File: src/rsbi_pkg.sv
// Constants and the zero-count function shared by both ends of the strobe and inversion link.
// Assumes a single 250 MHz core clock on each end.
package rsbi_pkg;
  localparam int BYTE_W = 8;
  localparam int DQ_W = 16;
  localparam int EDC_W = 4;
  localparam int ZERO_LIMIT = 4;
  localparam logic [3:0] HOLD_RESET = 4'hF;
  localparam logic [3:0] EDC_IDLE = 4'hF;
  localparam int MR2_STROBE_BIT = 9;
  localparam int MR1_READ_INVERSION_ENABLE_N_BIT = 8;
  localparam int MR4_ODD_INV_BIT = 11;
  localparam int MR4_WRITE_CHECKSUM_ENABLE_N_BIT = 10;
  localparam int MR4_READ_CHECKSUM_ENABLE_N_BIT = 9;
  localparam int MR4_HOLD_LSB = 0;
  localparam int MODE_REGISTER_TWELVE_PRBS_BIT = 2;
  localparam int MRS_DATA_W = 12;
  localparam logic [2:0] SEL_MR1 = 3'h1;
  localparam logic [2:0] SEL_MR2 = 3'h2;
  localparam logic [2:0] SEL_MR4 = 3'h4;
  localparam logic [2:0] SEL_MODE_REGISTER_TWELVE = 3'h6;
  localparam int MODE_SET_DELAY_NS = 40;
  localparam int CLK_PERIOD_NS = 4;
  localparam int MODE_SET_CYCLES =
    (MODE_SET_DELAY_NS / CLK_PERIOD_NS) < 1 ? 1 :
    (MODE_SET_DELAY_NS / CLK_PERIOD_NS);
  localparam logic [3:0] MODE_SET_CNT = 4'(MODE_SET_CYCLES);
  localparam int WB_AW = 4;
  localparam logic [3:0] ADDR_CMD = 4'h0;
  localparam logic [3:0] ADDR_WDATA = 4'h4;
  localparam logic [3:0] ADDR_RDATA = 4'h8;
  localparam logic [3:0] ADDR_STATUS = 4'hC;

  // Count zero bits of one byte
  function automatic logic [3:0] zeros(input logic [7:0] b);
    logic [3:0] n;
    n = 4'h0;
    for (int i = 0; i < BYTE_W; i++) begin
      n = n + {3'h0, ~b[i]};
    end
    return n;
  endfunction : zeros
endpackage : rsbi_pkg

File: src/rsbi_if.sv
// Pin bundle between memory device and controller.
// Two-way pins carry each end's output and enable; each end reads the other's output directly.
`timescale 1ns/1ps
`default_nettype none
interface rsbi_if;
  logic link_clk;
  logic mrs_valid;
  logic [2:0] mrs_sel;
  logic [11:0] mrs_data;
  logic rd_cmd;
  logic wr_cmd;
  logic read_training_cmd_cmd;
  logic write_training_cmd_cmd;
  logic pwr_down;
  logic [15:0] dq_dev;
  logic dq_dev_oe;
  logic [15:0] dq_ctl;
  logic dq_ctl_oe;
  logic [1:0] flag_dev;
  logic [1:0] flag_dev_oe;
  logic [1:0] flag_ctl;
  logic flag_ctl_oe;
  logic [1:0] flag_odt;
  logic [3:0] edc_o;
  logic [3:0] edc_oe;
  modport device (input link_clk, mrs_valid, mrs_sel, mrs_data, rd_cmd,
    wr_cmd, read_training_cmd_cmd, write_training_cmd_cmd, pwr_down, dq_ctl, flag_ctl,
    output dq_dev, dq_dev_oe, flag_dev, flag_dev_oe, flag_odt, edc_o,
    edc_oe);
  modport controller (output link_clk, mrs_valid, mrs_sel, mrs_data,
    rd_cmd, wr_cmd, read_training_cmd_cmd, write_training_cmd_cmd, pwr_down, dq_ctl, dq_ctl_oe,
    flag_ctl, flag_ctl_oe, input dq_dev, flag_dev, edc_o);
endinterface : rsbi_if
`default_nettype wire

File: src/byte_invert.sv
// Per-byte inversion coder used for both directions.
// Pure combinational; callers register the result, except the controller's write encoder, which drives the pins directly.
`timescale 1ns/1ps
`default_nettype none
module byte_invert
  import rsbi_pkg::*;
(
  input wire logic [7:0] data_i,
  input wire logic encode_i,
  input wire logic flag_n_i,
  output logic [7:0] data_o,
  output logic flag_n_o
);
  always_comb begin
    if (encode_i) begin
      flag_n_o = !(zeros(data_i) > 4'(ZERO_LIMIT));
      data_o = flag_n_o ? data_i : ~data_i;
    end else begin
      flag_n_o = flag_n_i;
      data_o = flag_n_i ? data_i : ~data_i;
    end
  end
endmodule : byte_invert
`default_nettype wire

File: src/rsbi_device.sv
// Memory-side end: mode registers, read strobe on check pins, inversion.
// Assumes controller drives commands on link clock rising edges.
//
// Register access over Wishbone and the address map were left to the implementer.
`timescale 1ns/1ps
`default_nettype none
module rsbi_device
  import rsbi_pkg::*;
(
  input wire logic clk_i,
  input wire logic rst_i,
  rsbi_if.device link,
  input wire logic [15:0] rd_data_i,
  output logic [15:0] wr_data_o,
  output logic wr_valid_o,
  output logic strobe_mode_o
);
  typedef enum logic [1:0] {ST_IDLE, ST_PRE, ST_BURST} phase_e;
  typedef struct packed {
    logic [2:0] clk_sync;
    logic [20:0] cmd_s1;
    logic [20:0] cmd_s2;
    logic [11:0] mr1;
    logic [11:0] mr2;
    logic [11:0] mr4;
    logic [11:0] mode_register_twelve;
    logic strobe_mode;
    logic [3:0] delay_cnt;
    logic pins_high;
    phase_e phase;
    logic strobe;
    logic [3:0] edc;
    logic [3:0] edc_oe;
    logic [15:0] dq;
    logic dq_oe;
    logic [1:0] flag;
    logic [1:0] flag_oe;
    logic [1:0] odt;
    logic [15:0] wr_data;
    logic wr_valid;
    logic [1:0] train_fifo;
  } state_s;
  state_s state_reg, state_next;

  logic [20:0] cmd_raw;
  logic read_inversion_enable_on;
  logic write_inversion_enable_on;
  logic [15:0] enc_data, dec_data;
  logic [1:0] enc_flag;
  logic [1:0] unused_flag;
  logic [15:0] dq_ctl_q;
  logic [1:0] flag_ctl_q;
  logic [15:0] dq_ctl_s;
  logic [1:0] flag_ctl_s;

  // Whole command bundle, data included, crosses two flops
  assign cmd_raw = {link.mrs_valid, link.mrs_sel, link.rd_cmd,
    link.wr_cmd, link.read_training_cmd_cmd, link.write_training_cmd_cmd, link.pwr_down,
    link.mrs_data};

  // Data pins stand a whole link cycle, so two flops suffice
  always_ff @(posedge clk_i) begin
    if (rst_i) begin
      dq_ctl_q <= 16'h0000;
      flag_ctl_q <= 2'h3;
      dq_ctl_s <= 16'h0000;
      flag_ctl_s <= 2'h3;
    end else begin
      dq_ctl_q <= link.dq_ctl;
      flag_ctl_q <= link.flag_ctl;
      dq_ctl_s <= dq_ctl_q;
      flag_ctl_s <= flag_ctl_q;
    end
  end

  assign read_inversion_enable_on = !state_reg.mr1[MR1_READ_INVERSION_ENABLE_N_BIT];
  assign write_inversion_enable_on = state_reg.mr1[MR1_READ_INVERSION_ENABLE_N_BIT + 1];

  genvar g;
  generate
    for (g = 0; g < 2; g++) begin : g_byte
      // One encoder and one decoder per byte, each with its own flag
      byte_invert u_enc (
        .data_i(rd_data_i[g*BYTE_W +: BYTE_W]),
        .encode_i(1'b1),
        .flag_n_i(1'b1),
        .data_o(enc_data[g*BYTE_W +: BYTE_W]),
        .flag_n_o(enc_flag[g])
      );
      byte_invert u_dec (
        .data_i(dq_ctl_s[g*BYTE_W +: BYTE_W]),
        .encode_i(1'b0),
        .flag_n_i(write_inversion_enable_on ? flag_ctl_s[g] : 1'b1),
        .data_o(dec_data[g*BYTE_W +: BYTE_W]),
        .flag_n_o(unused_flag[g])
      );
    end
  endgenerate

  always_comb begin
    logic mrs, rd, wr, read_training_cmd, write_training_cmd, pd, edge_up, edge_dn;
    logic [3:0] hold;
    mrs = 1'b0;
    rd = 1'b0;
    wr = 1'b0;
    read_training_cmd = 1'b0;
    write_training_cmd = 1'b0;
    pd = 1'b0;
    edge_up = 1'b0;
    edge_dn = 1'b0;
    hold = 4'h0;
    state_next = state_reg;
    state_next.clk_sync = {state_reg.clk_sync[1:0], link.link_clk};
    state_next.cmd_s1 = cmd_raw;
    state_next.cmd_s2 = state_reg.cmd_s1;
    // Only the second and third flops are read, never the first
    edge_up = state_reg.clk_sync[2:1] == 2'b01;
    edge_dn = state_reg.clk_sync[2:1] == 2'b10;
    mrs = edge_up & state_reg.cmd_s2[20];
    rd = edge_up & state_reg.cmd_s2[16];
    wr = edge_up & state_reg.cmd_s2[15];
    read_training_cmd = edge_up & state_reg.cmd_s2[14];
    write_training_cmd = edge_up & state_reg.cmd_s2[13];
    pd = state_reg.cmd_s2[12];
    state_next.wr_valid = 1'b0;
    if (mrs) begin
      case (state_reg.cmd_s2[19:17])
        SEL_MR1: state_next.mr1 = state_reg.cmd_s2[11:0];
        SEL_MR2: state_next.mr2 = state_reg.cmd_s2[11:0];
        SEL_MR4: state_next.mr4 = state_reg.cmd_s2[11:0];
        SEL_MODE_REGISTER_TWELVE: state_next.mode_register_twelve = state_reg.cmd_s2[11:0];
        default: ;
      endcase
    end
    // Mode change restarts the settle count
    if (state_next.mr2[MR2_STROBE_BIT] != state_reg.strobe_mode) begin
      state_next.strobe_mode = state_next.mr2[MR2_STROBE_BIT];
      state_next.delay_cnt = MODE_SET_CNT;
      state_next.pins_high = 1'b1;
    end else if (state_reg.delay_cnt != 4'h0) begin
      state_next.delay_cnt = state_reg.delay_cnt - 4'h1;
    end else begin
      state_next.pins_high = 1'b0;
    end
    // Writes decoded the same in either mode
    if (wr) begin
      state_next.wr_data = dec_data;
      state_next.wr_valid = 1'b1;
    end
    if (write_training_cmd && read_inversion_enable_on && write_inversion_enable_on) begin
      state_next.train_fifo = flag_ctl_s;
    end
    // Read framing: one preamble cycle then data
    case (state_reg.phase)
      ST_IDLE: if (rd || read_training_cmd) state_next.phase = ST_PRE;
      ST_PRE: if (edge_up) state_next.phase = ST_BURST;
      // Burst stands half a link cycle so the far end can take it
      ST_BURST: if (edge_dn) state_next.phase = ST_IDLE;
      default: state_next.phase = ST_IDLE;
    endcase
    state_next.strobe = state_reg.phase == ST_IDLE ? 1'b0 :
      state_reg.clk_sync[1];
    state_next.dq_oe = state_reg.phase == ST_BURST;
    if (edge_up && state_reg.phase != ST_IDLE) begin
      state_next.dq = read_inversion_enable_on ? enc_data : rd_data_i;
      state_next.flag = read_inversion_enable_on ? enc_flag : 2'h3;
      if (read_training_cmd && read_inversion_enable_on && write_inversion_enable_on) begin
        state_next.flag = state_reg.train_fifo;
      end
    end
    // Flag drive versus termination
    if (read_inversion_enable_on && state_reg.phase == ST_BURST) begin
      state_next.flag_oe = 2'h3;
      state_next.odt = 2'h0;
    end else begin
      state_next.flag_oe = 2'h0;
      state_next.odt = 2'h3;
    end
    // Check pins: strobe mode ignores the reg four hold pattern and PRBS, but uses its odd-pin inversion bit
    hold = state_reg.mr4[MR4_HOLD_LSB +: EDC_W];
    state_next.edc_oe = 4'hF;
    if (state_reg.pins_high || pd) begin
      state_next.edc = EDC_IDLE;
    end else if (state_reg.strobe_mode) begin
      if (state_reg.phase == ST_IDLE) begin
        state_next.edc = EDC_IDLE;
      end else begin
        state_next.edc = {4{state_next.strobe}};
        if (state_reg.mr4[MR4_ODD_INV_BIT]) begin
          state_next.edc[1] = ~state_next.strobe;
          state_next.edc[3] = ~state_next.strobe;
        end
      end
    end else begin
      // Checksum engine lives elsewhere; hold pattern stands in
      state_next.edc = hold;
    end
    if (rst_i) begin
      state_next = '0;
      state_next.mr1 = 12'h000;
      state_next.mr4[MR4_HOLD_LSB +: EDC_W] = HOLD_RESET;
      state_next.flag = 2'h3;
      state_next.phase = ST_IDLE;
    end
  end

  always_ff @(posedge clk_i) begin
    state_reg <= state_next;
  end

  assign link.dq_dev = state_reg.dq;
  assign link.dq_dev_oe = state_reg.dq_oe;
  assign link.flag_dev = state_reg.flag;
  assign link.flag_dev_oe = state_reg.flag_oe;
  assign link.flag_odt = state_reg.odt;
  assign link.edc_o = state_reg.edc;
  assign link.edc_oe = state_reg.edc_oe;
  assign wr_data_o = state_reg.wr_data;
  assign wr_valid_o = state_reg.wr_valid;
  assign strobe_mode_o = state_reg.strobe_mode;
endmodule : rsbi_device
`default_nettype wire

File: src/flat_wrapper.sv
// flat-port wrapper written by rule: the top's interface ports become plain ports
module rsbi_device_flat import rsbi_pkg::*;
  (clk_i, rst_i, rd_data_i, wr_data_o, wr_valid_o, strobe_mode_o, link_link_clk, link_mrs_valid, link_mrs_sel, link_mrs_data, link_rd_cmd, link_wr_cmd, link_read_training_cmd_cmd, link_write_training_cmd_cmd, link_pwr_down, link_dq_ctl, link_flag_ctl, link_dq_dev, link_dq_dev_oe, link_flag_dev, link_flag_dev_oe, link_flag_odt, link_edc_o, link_edc_oe);
  rsbi_if link_i ();
  input wire logic clk_i;
  input wire logic rst_i;
  input wire logic [15:0] rd_data_i;
  output logic [15:0] wr_data_o;
  output logic wr_valid_o;
  output logic strobe_mode_o;
  input wire logic [$bits(link_i.link_clk)-1:0] link_link_clk;
  input wire logic [$bits(link_i.mrs_valid)-1:0] link_mrs_valid;
  input wire logic [$bits(link_i.mrs_sel)-1:0] link_mrs_sel;
  input wire logic [$bits(link_i.mrs_data)-1:0] link_mrs_data;
  input wire logic [$bits(link_i.rd_cmd)-1:0] link_rd_cmd;
  input wire logic [$bits(link_i.wr_cmd)-1:0] link_wr_cmd;
  input wire logic [$bits(link_i.read_training_cmd_cmd)-1:0] link_read_training_cmd_cmd;
  input wire logic [$bits(link_i.write_training_cmd_cmd)-1:0] link_write_training_cmd_cmd;
  input wire logic [$bits(link_i.pwr_down)-1:0] link_pwr_down;
  input wire logic [$bits(link_i.dq_ctl)-1:0] link_dq_ctl;
  input wire logic [$bits(link_i.flag_ctl)-1:0] link_flag_ctl;
  output wire logic [$bits(link_i.dq_dev)-1:0] link_dq_dev;
  output wire logic [$bits(link_i.dq_dev_oe)-1:0] link_dq_dev_oe;
  output wire logic [$bits(link_i.flag_dev)-1:0] link_flag_dev;
  output wire logic [$bits(link_i.flag_dev_oe)-1:0] link_flag_dev_oe;
  output wire logic [$bits(link_i.flag_odt)-1:0] link_flag_odt;
  output wire logic [$bits(link_i.edc_o)-1:0] link_edc_o;
  output wire logic [$bits(link_i.edc_oe)-1:0] link_edc_oe;
  assign link_i.link_clk = link_link_clk;
  assign link_i.mrs_valid = link_mrs_valid;
  assign link_i.mrs_sel = link_mrs_sel;
  assign link_i.mrs_data = link_mrs_data;
  assign link_i.rd_cmd = link_rd_cmd;
  assign link_i.wr_cmd = link_wr_cmd;
  assign link_i.read_training_cmd_cmd = link_read_training_cmd_cmd;
  assign link_i.write_training_cmd_cmd = link_write_training_cmd_cmd;
  assign link_i.pwr_down = link_pwr_down;
  assign link_i.dq_ctl = link_dq_ctl;
  assign link_i.flag_ctl = link_flag_ctl;
  assign link_dq_dev = link_i.dq_dev;
  assign link_dq_dev_oe = link_i.dq_dev_oe;
  assign link_flag_dev = link_i.flag_dev;
  assign link_flag_dev_oe = link_i.flag_dev_oe;
  assign link_flag_odt = link_i.flag_odt;
  assign link_edc_o = link_i.edc_o;
  assign link_edc_oe = link_i.edc_oe;
  rsbi_device u_core (.clk_i(clk_i), .rst_i(rst_i), .link(link_i), .rd_data_i(rd_data_i), .wr_data_o(wr_data_o), .wr_valid_o(wr_valid_o), .strobe_mode_o(strobe_mode_o));
endmodule
File: config.mk
export PLATFORM = sky130hd
export DESIGN_NAME = rsbi_device_flat
export DESIGN_NICKNAME = d
export VERILOG_FILES = /design/src/rsbi_pkg.sv /design/src/rsbi_if.sv /design/src/byte_invert.sv /design/src/rsbi_device.sv /design/src/flat_wrapper.sv
export SDC_FILE = /design/constraint.sdc
export NUM_CORES = 1
export LEC_CHECK = 0
export ABC_AREA = 1
export BUFFER_PORTS_ARGS = -buffer_cell sky130_fd_sc_hd__buf_2
export CELL_PAD_IN_SITES_DETAIL_PLACEMENT = 1
export CELL_PAD_IN_SITES_GLOBAL_PLACEMENT = 1
export CORE_AREA = 2 2 108 137
export CTS_CLUSTER_SIZE = 16
export DETAILED_ROUTE_END_ITERATION = 10
export DIE_AREA = 0 0 110 139
export PLACE_DENSITY = 0.86
export SYNTH_ARGS = -nofsm -noshare
export SYNTH_HDL_FRONTEND = slang
export SYNTH_SLANG_ARGS = --single-unit
File: constraint.sdc
create_clock -name clk_i -period 7.7 [get_ports clk_i]
set_input_delay 1.155 -clock clk_i [delete_from_list [all_inputs] [get_ports clk_i]]
set_output_delay 1.155 -clock clk_i [all_outputs]
set_load 0.01 [all_outputs]
# --- After elaboration in Yosys (flattened, before gate mapping) ---
# Cells that the tools add are included.
op_classes:
  n_reduce_logical: 21
  n_eq_ne: 13
  addsub: 15
  bitwise_logic: 26
  n_lt_le_gt_ge: 2
  n_mux: 31
op_table:
  columns: ["operator", "count"]
  rows:
  - ["$mux W46", 1]
  - ["$mux W34", 1]
  - ["$add A4 B1 Y4", 8]
  - ["$mux W16", 2]
  - ["$mux W8", 4]
  - ["$not A8 Y8", 4]
  - ["$mux W12", 2]
  - ["$mux W4", 5]
  - ["$mux W17", 1]
  - ["$not A1 Y1", 17]
  - ["$mux W2", 7]
  - ["$mux W10", 1]
  - ["$add A3 B1 Y4", 2]
  - ["$gt A4 B3 Y1 const B", 2]
  - ["$ne A2 B1 Y1 const B", 4]
  - ["$reduce_and A2 Y1", 4]
  - ["$add A2 B1 Y3", 2]
  - ["$eq A3 B3 Y1 const B", 2]
  - ["$logic_and A1 B1 Y1", 6]
  - ["$pmux W2 S3", 1]
  - ["$and A1 B1 Y1", 5]
  - ["$mux W1", 5]
  - ["$mux W5", 1]
  - ["$add A1 B1 Y2", 2]
  - ["13 further kinds", 19]
totals:
  out_inout_bits: 49
  elab_cells: 135
  register_bits: 183
  inputBits: 58

# --- Longest topological paths before layout ---
logic_depth:
  depth_word: 14
  mapped_depth: 15
  depth_no_buf: 14

# --- Hierarchy ---
# From an unflattened synthesis, not the netlist that was laid out.
unflattened:
  cells_unflattened: 810
  area_unflattened_um2: 6206.0
by_module_without_submodules:
  columns: ["module", "area_each_um2", "cells_each", "seq_area_each_um2", "n_inst"]
  rows:
  - ["rsbi_device", 4834.6, 582, 2642.5, 1]
  - ["byte_invert", 342.8, 57, 0.0, 4]

# --- Worst setup path before layout ---
# OpenSTA, ideal clock, no wires.
synth_path:
  path_kind: "input-to-reg"
  start: "in rd_data_i[8]"
  end: "reg u_core.state_reg, in the netlist u_core.link.dq_dev[15]"
  t_required_ps: 7585
  t_arrival_ps: 3981
  stages: 14
  setup_ps: 115
  path_buffers: 1
  setup_slack_ps: 3604
  cell_sequence: "fa_1 > inv_1 > fa_1 > fa_1 > ha_1 > fa_1 > or2_1 > nand3_2 > nand2_4 > buf_6 > nand3_1 > nand2_1 > nor2_1 > nor2_1"
synth_via:
  elab_chain_len: 11
synth_rtl:
  columns: ["item", "line_no", "source"]
  rows:
  - ["from (decl)", "flat_wrapper.sv:7", "input wire logic [15:0] rd_data_i;"]
  - ["$not A1 Y1", "rsbi_pkg.sv:39", "n = n + {3'h0, ~b[i]};"]
  - ["$add A1 B1 Y2", "rsbi_pkg.sv:39", null]
  - ["$add A2 B1 Y3", "rsbi_pkg.sv:39", null]
  - ["$add A3 B1 Y4", "rsbi_pkg.sv:39", null]
  - ["$add A4 B1 Y4 (4 in series)", "rsbi_pkg.sv:39", null]
  - ["$gt A4 B3 Y1", "byte_invert.sv:16", "flag_n_o = !(zeros(data_i) > 4'(ZERO_LIMIT));"]
  - ["$mux W8", "byte_invert.sv:17", "data_o = flag_n_o ? data_i : ~data_i;"]
  - ["$mux W16", "rsbi_device.sv:165", "state_next.dq = read_inversion_enable_on ? enc_data : rd_data_i;"]
  - ["to (signal assigned)", "rsbi_device.sv:208", "state_reg <= state_next;"]
  - ["to (decl)", "rsbi_device.sv:43", "state_s state_reg, state_next;"]
# Every way passes these cells.
# A chain may end at the register's enable or synchronous reset.

# --- Worst setup path in the final report ---
layout_path:
  start: "in rd_data_i[8]"
  end: "reg u_core.state_reg, in the netlist u_core.link.dq_dev[12]"
# Same word-level chain as after synthesis.

==> results.md <==
* Syn_nets at about 750
* Final net count at between 700 and 800
* Chip height at 139 microns
* Final wirelength at roughly 11,000 microns
* Placed cell areas at 5730 sq um
* Max Fanout on Critical Path at 17
* Vias/cell at 4.44
* Pre-Repair DR Iteration Count at 4
* Max Buffers Root-to-Sink at 2
* Row count at 49
* DIE AREA at approximately 15,000 sq um
* Worst-path clk slew at about 0.06 ns
* Fill cells at around 1,700
* Drt first-iter violations at 130
* Largest delay contributor family on the critical path: adder cells
* Design area at between 6000 and 7000 sq um
* Core ar. at 14,000 sq um
* R2R cell count at 5
* Gr usage total at 0.156
* PnR Total Power at around 1.7 mW
* Seq/Total Area, Yosys at 0.480
* Root Buffer: clkbuf_16
* Placer Congestion at approximately 0.73
* Die Wd at approximately 110 microns
* Fmax achieved at 246 MHz
* CP Launch Type: primary input
* Fraction of the mapped netlist area in compound gates at 0.0823
* Largest net degree at the start of global routing at slightly below 90
* Data arrival, critical path at ~4.4 ns
* CP peak stage delay at 0.55 ns
* Simple-gate portion of the synthesized area at 0.195
* Fin crit share at 0.528
* Crit. End Element: register
* Max-slew violation count at 0
* Antenna violations before repair at 0
* Slowest CP cell: fa_1
* Max FFs per register at between 50 and 60
* GRT overflow at 0
* CP required at approximately 8 ns
* Synth Area in XOR/XNOR at 0.0255
* TritonCTS clock tree: done
* Post-cts gate resize count at 0
* Yosys cell types at 32
* CTS HTree Levels at 4
* Seq. cell area at roughly 2600 sq um
* CTS Sinks at approximately 130
* TNS Setup at 0 ns
* DP HPWL at 7770 microns
* Starting density of the core at 0.392
* Area Growth Syn to Fin at 14.8%
* Worst-skew pair later-pin latency at between 0.4 and 0.5 ns
* Worst-Margin Slew at between 1 and 1.5 ns
* RR Endpoint: u_core.link.flag_dev[1]
* IO Pins at around 110
* CP endpoint: u_core.link.dq_dev[12]
* Mean area per synthesized cell at roughly 8.2 sq um
* Unrepaired setup endpoints after global routing: false
* Final hold vios at 0
* Synth Area in Adders at 0.0427
* Vias in the first global route at approximately 4,200
* CTS Buf Count at 17
* Setup Buffers After CTS at 0
* Critical-path cell list: buf_2 -> fa_1 -> inv_1 -> fa_1 -> fa_1 -> ha_1 -> fa_1 -> or2_1 -> nand3_2 -> nand2_4 -> nand3_1 -> nand2_1 -> nor2_1 -> nor2_1
* Yosys reg bits at ~130
* DR WL/cell at 12.4 microns
* Area leader, netlist: dfxtp_1
* # DRC at 0
* Worst Path Buf+Inv at 2
* Area of the multi-input gates at roughly 1900 sq um
* Pwr dens at roughly 270 nW/um^2
* Post-route ant nets at 0
* Peak supply drop at between 0.0001 and 0.00015 V
* Setup Skew at ~0.0084 ns
* First-pass GRT wire length at approximately 19,000 microns
* Synth top area share at 0.480
* Diodes inserted at 0
* Largest family of logic cells by synthesized area: simple AND/OR/NAND/NOR gates
* Most frequent CP cell: fa_1
* Final min period at 4.06 ns
* Hold crit path type: register to register
* Ranking of synthesized cells by area: dfxtp_1, nor2_1, inv_1, buf_4, nand2_1
* Cell depth of the worst setup path at 14
* Hold WS at 0.402 ns
* I/O Buffers at around 100
* Synth Instances at 673
* Cell leakage power at roughly 3.2 nW
* Max-cap violations at 0
* Cts hold-fix bufs at 0
* Via count at 4,062
* Mapped Area at roughly 5500 sq um
* Layout cells sized above 1 at 0.219
* Max_slew headroom at 0.257
* RR Startpoint: u_core.state_reg[103]
* Critical Path Source: rd_data_i[8]
* Final setup viols at 0
* Outcome: completed
* WS Path Type: primary input to register
* Mux cell area share after synthesis at 0
* R2r setup slk at 5.84 ns
* Yosys synthesis warning count at 0
Yosys cell counts:
master / number
buf_2: 11
fa_1: 8
a31oi_1: 4
inv_2: 2
xor2_1: 16
nor2_2: 1
nand3_1: 26
nand4_4: 1
nor3_1: 4
buf_4: 47
nand3_4: 1
ha_1: 6
o21ai_1: 32
nand2_1: 60
o21a_1: 1
clkinv_2: 1
buf_6: 7
nor2_8: 1
nand2_4: 8
nor2_4: 1
a21oi_1: 42
nand2_2: 1
clkbuf_1: 7
o21ai_0: 10
inv_1: 112
inv_4: 2
clkinv_1: 1
or2_2: 5
nand3_2: 4
dfxtp_1: 132
nor2_1: 117
or2_1: 2
through the flow:
step	setup WS, ns	utilization	std cells
detailed placement	3.27	0.408	882
global placement	3.40	0.408	882
CTS	3.62	0.450	914
global route	3.55	0.450	914
finish	3.64	0.450	914
floorplan	3.60	-	673
worst register-to-register path: cells and delay by family, from the launching register on:
family          cells  cell delay (ns)
buf+inv             1             0.79
simple gates        3             0.61
flops               1             0.30
compound gates      1             0.10
cell type report:
class                   count  area share
clock buffers              19      0.0685
inverters                 118      0.0711
multi-input cells         351       0.301
well taps                 178      0.0353
flip-flops and latches    132       0.418
repair buffers            103      0.0824
clock inverters            13      0.0238
per-layer routing:
metal	global-route usage	routed length [microns]
met5	0	0
met4	0.0660	204
met3	0.0291	336
met2	0.295	6190
met1	0.162	4630
logic make-up (layout without fill, tap and decap cells):
| logic type | count (synthesis) | after routing |
|---|---|---|
| compound gates | 89 | 89 |
| flops | 132 | 132 |
| xor+xnor | 16 | 16 |
| simple gates | 232 | 232 |
| fa+ha+maj | 14 | 14 |
| buf+inv | 190 | 253 |
worst min path at each step:
| stage | startpoint | end | depth (start not counted) |
|---|---|---|---|
| 2_1_floorplan | u_core.dq_ctl_q[0] | u_core.dq_ctl_s[0] | 2 |
| 3_3_place_gp | u_core.state_reg[129] | u_core.state_reg[108] | 2 |
| 3_5_place_dp | u_core.state_reg[148] | u_core.state_reg[127] | 2 |
| 4_1_cts | u_core.state_reg[148] | u_core.state_reg[127] | 2 |
| 5_1_grt | u_core.dq_ctl_q[8] | u_core.dq_ctl_s[8] | 2 |
| 6_report | u_core.state_reg[148] | u_core.state_reg[127] | 2 |
report_power, final:
part	internal [mW]	switching, mW
registers	0.704	0.00725
logic	0.0671	0.110
clock network	0.483	0.314
layout by cell type (no fill, tap or decap), drive strengths merged:
| cell type | netlist | routed |
|---|---|---|
| a21oi | 42 | 42 |
| a31oi | 4 | 4 |
| buf | 65 | 103 |
| bufinv | 0 | 2 |
| clkbuf | 7 | 19 |
| clkinv | 2 | 7 |
| clkinvlp | 0 | 1 |
| dfxtp | 132 | 132 |
| fa | 8 | 8 |
| ha | 6 | 6 |
| inv | 116 | 121 |
| nand2 | 69 | 69 |
| nand3 | 31 | 31 |
| nand4 | 1 | 1 |
| nor2 | 120 | 120 |
| nor3 | 4 | 4 |
| o21a | 1 | 1 |
| o21ai | 42 | 42 |
| or2 | 7 | 7 |
| xor2 | 16 | 16 |
Note: power is estimated with default switching activity, not from simulation.
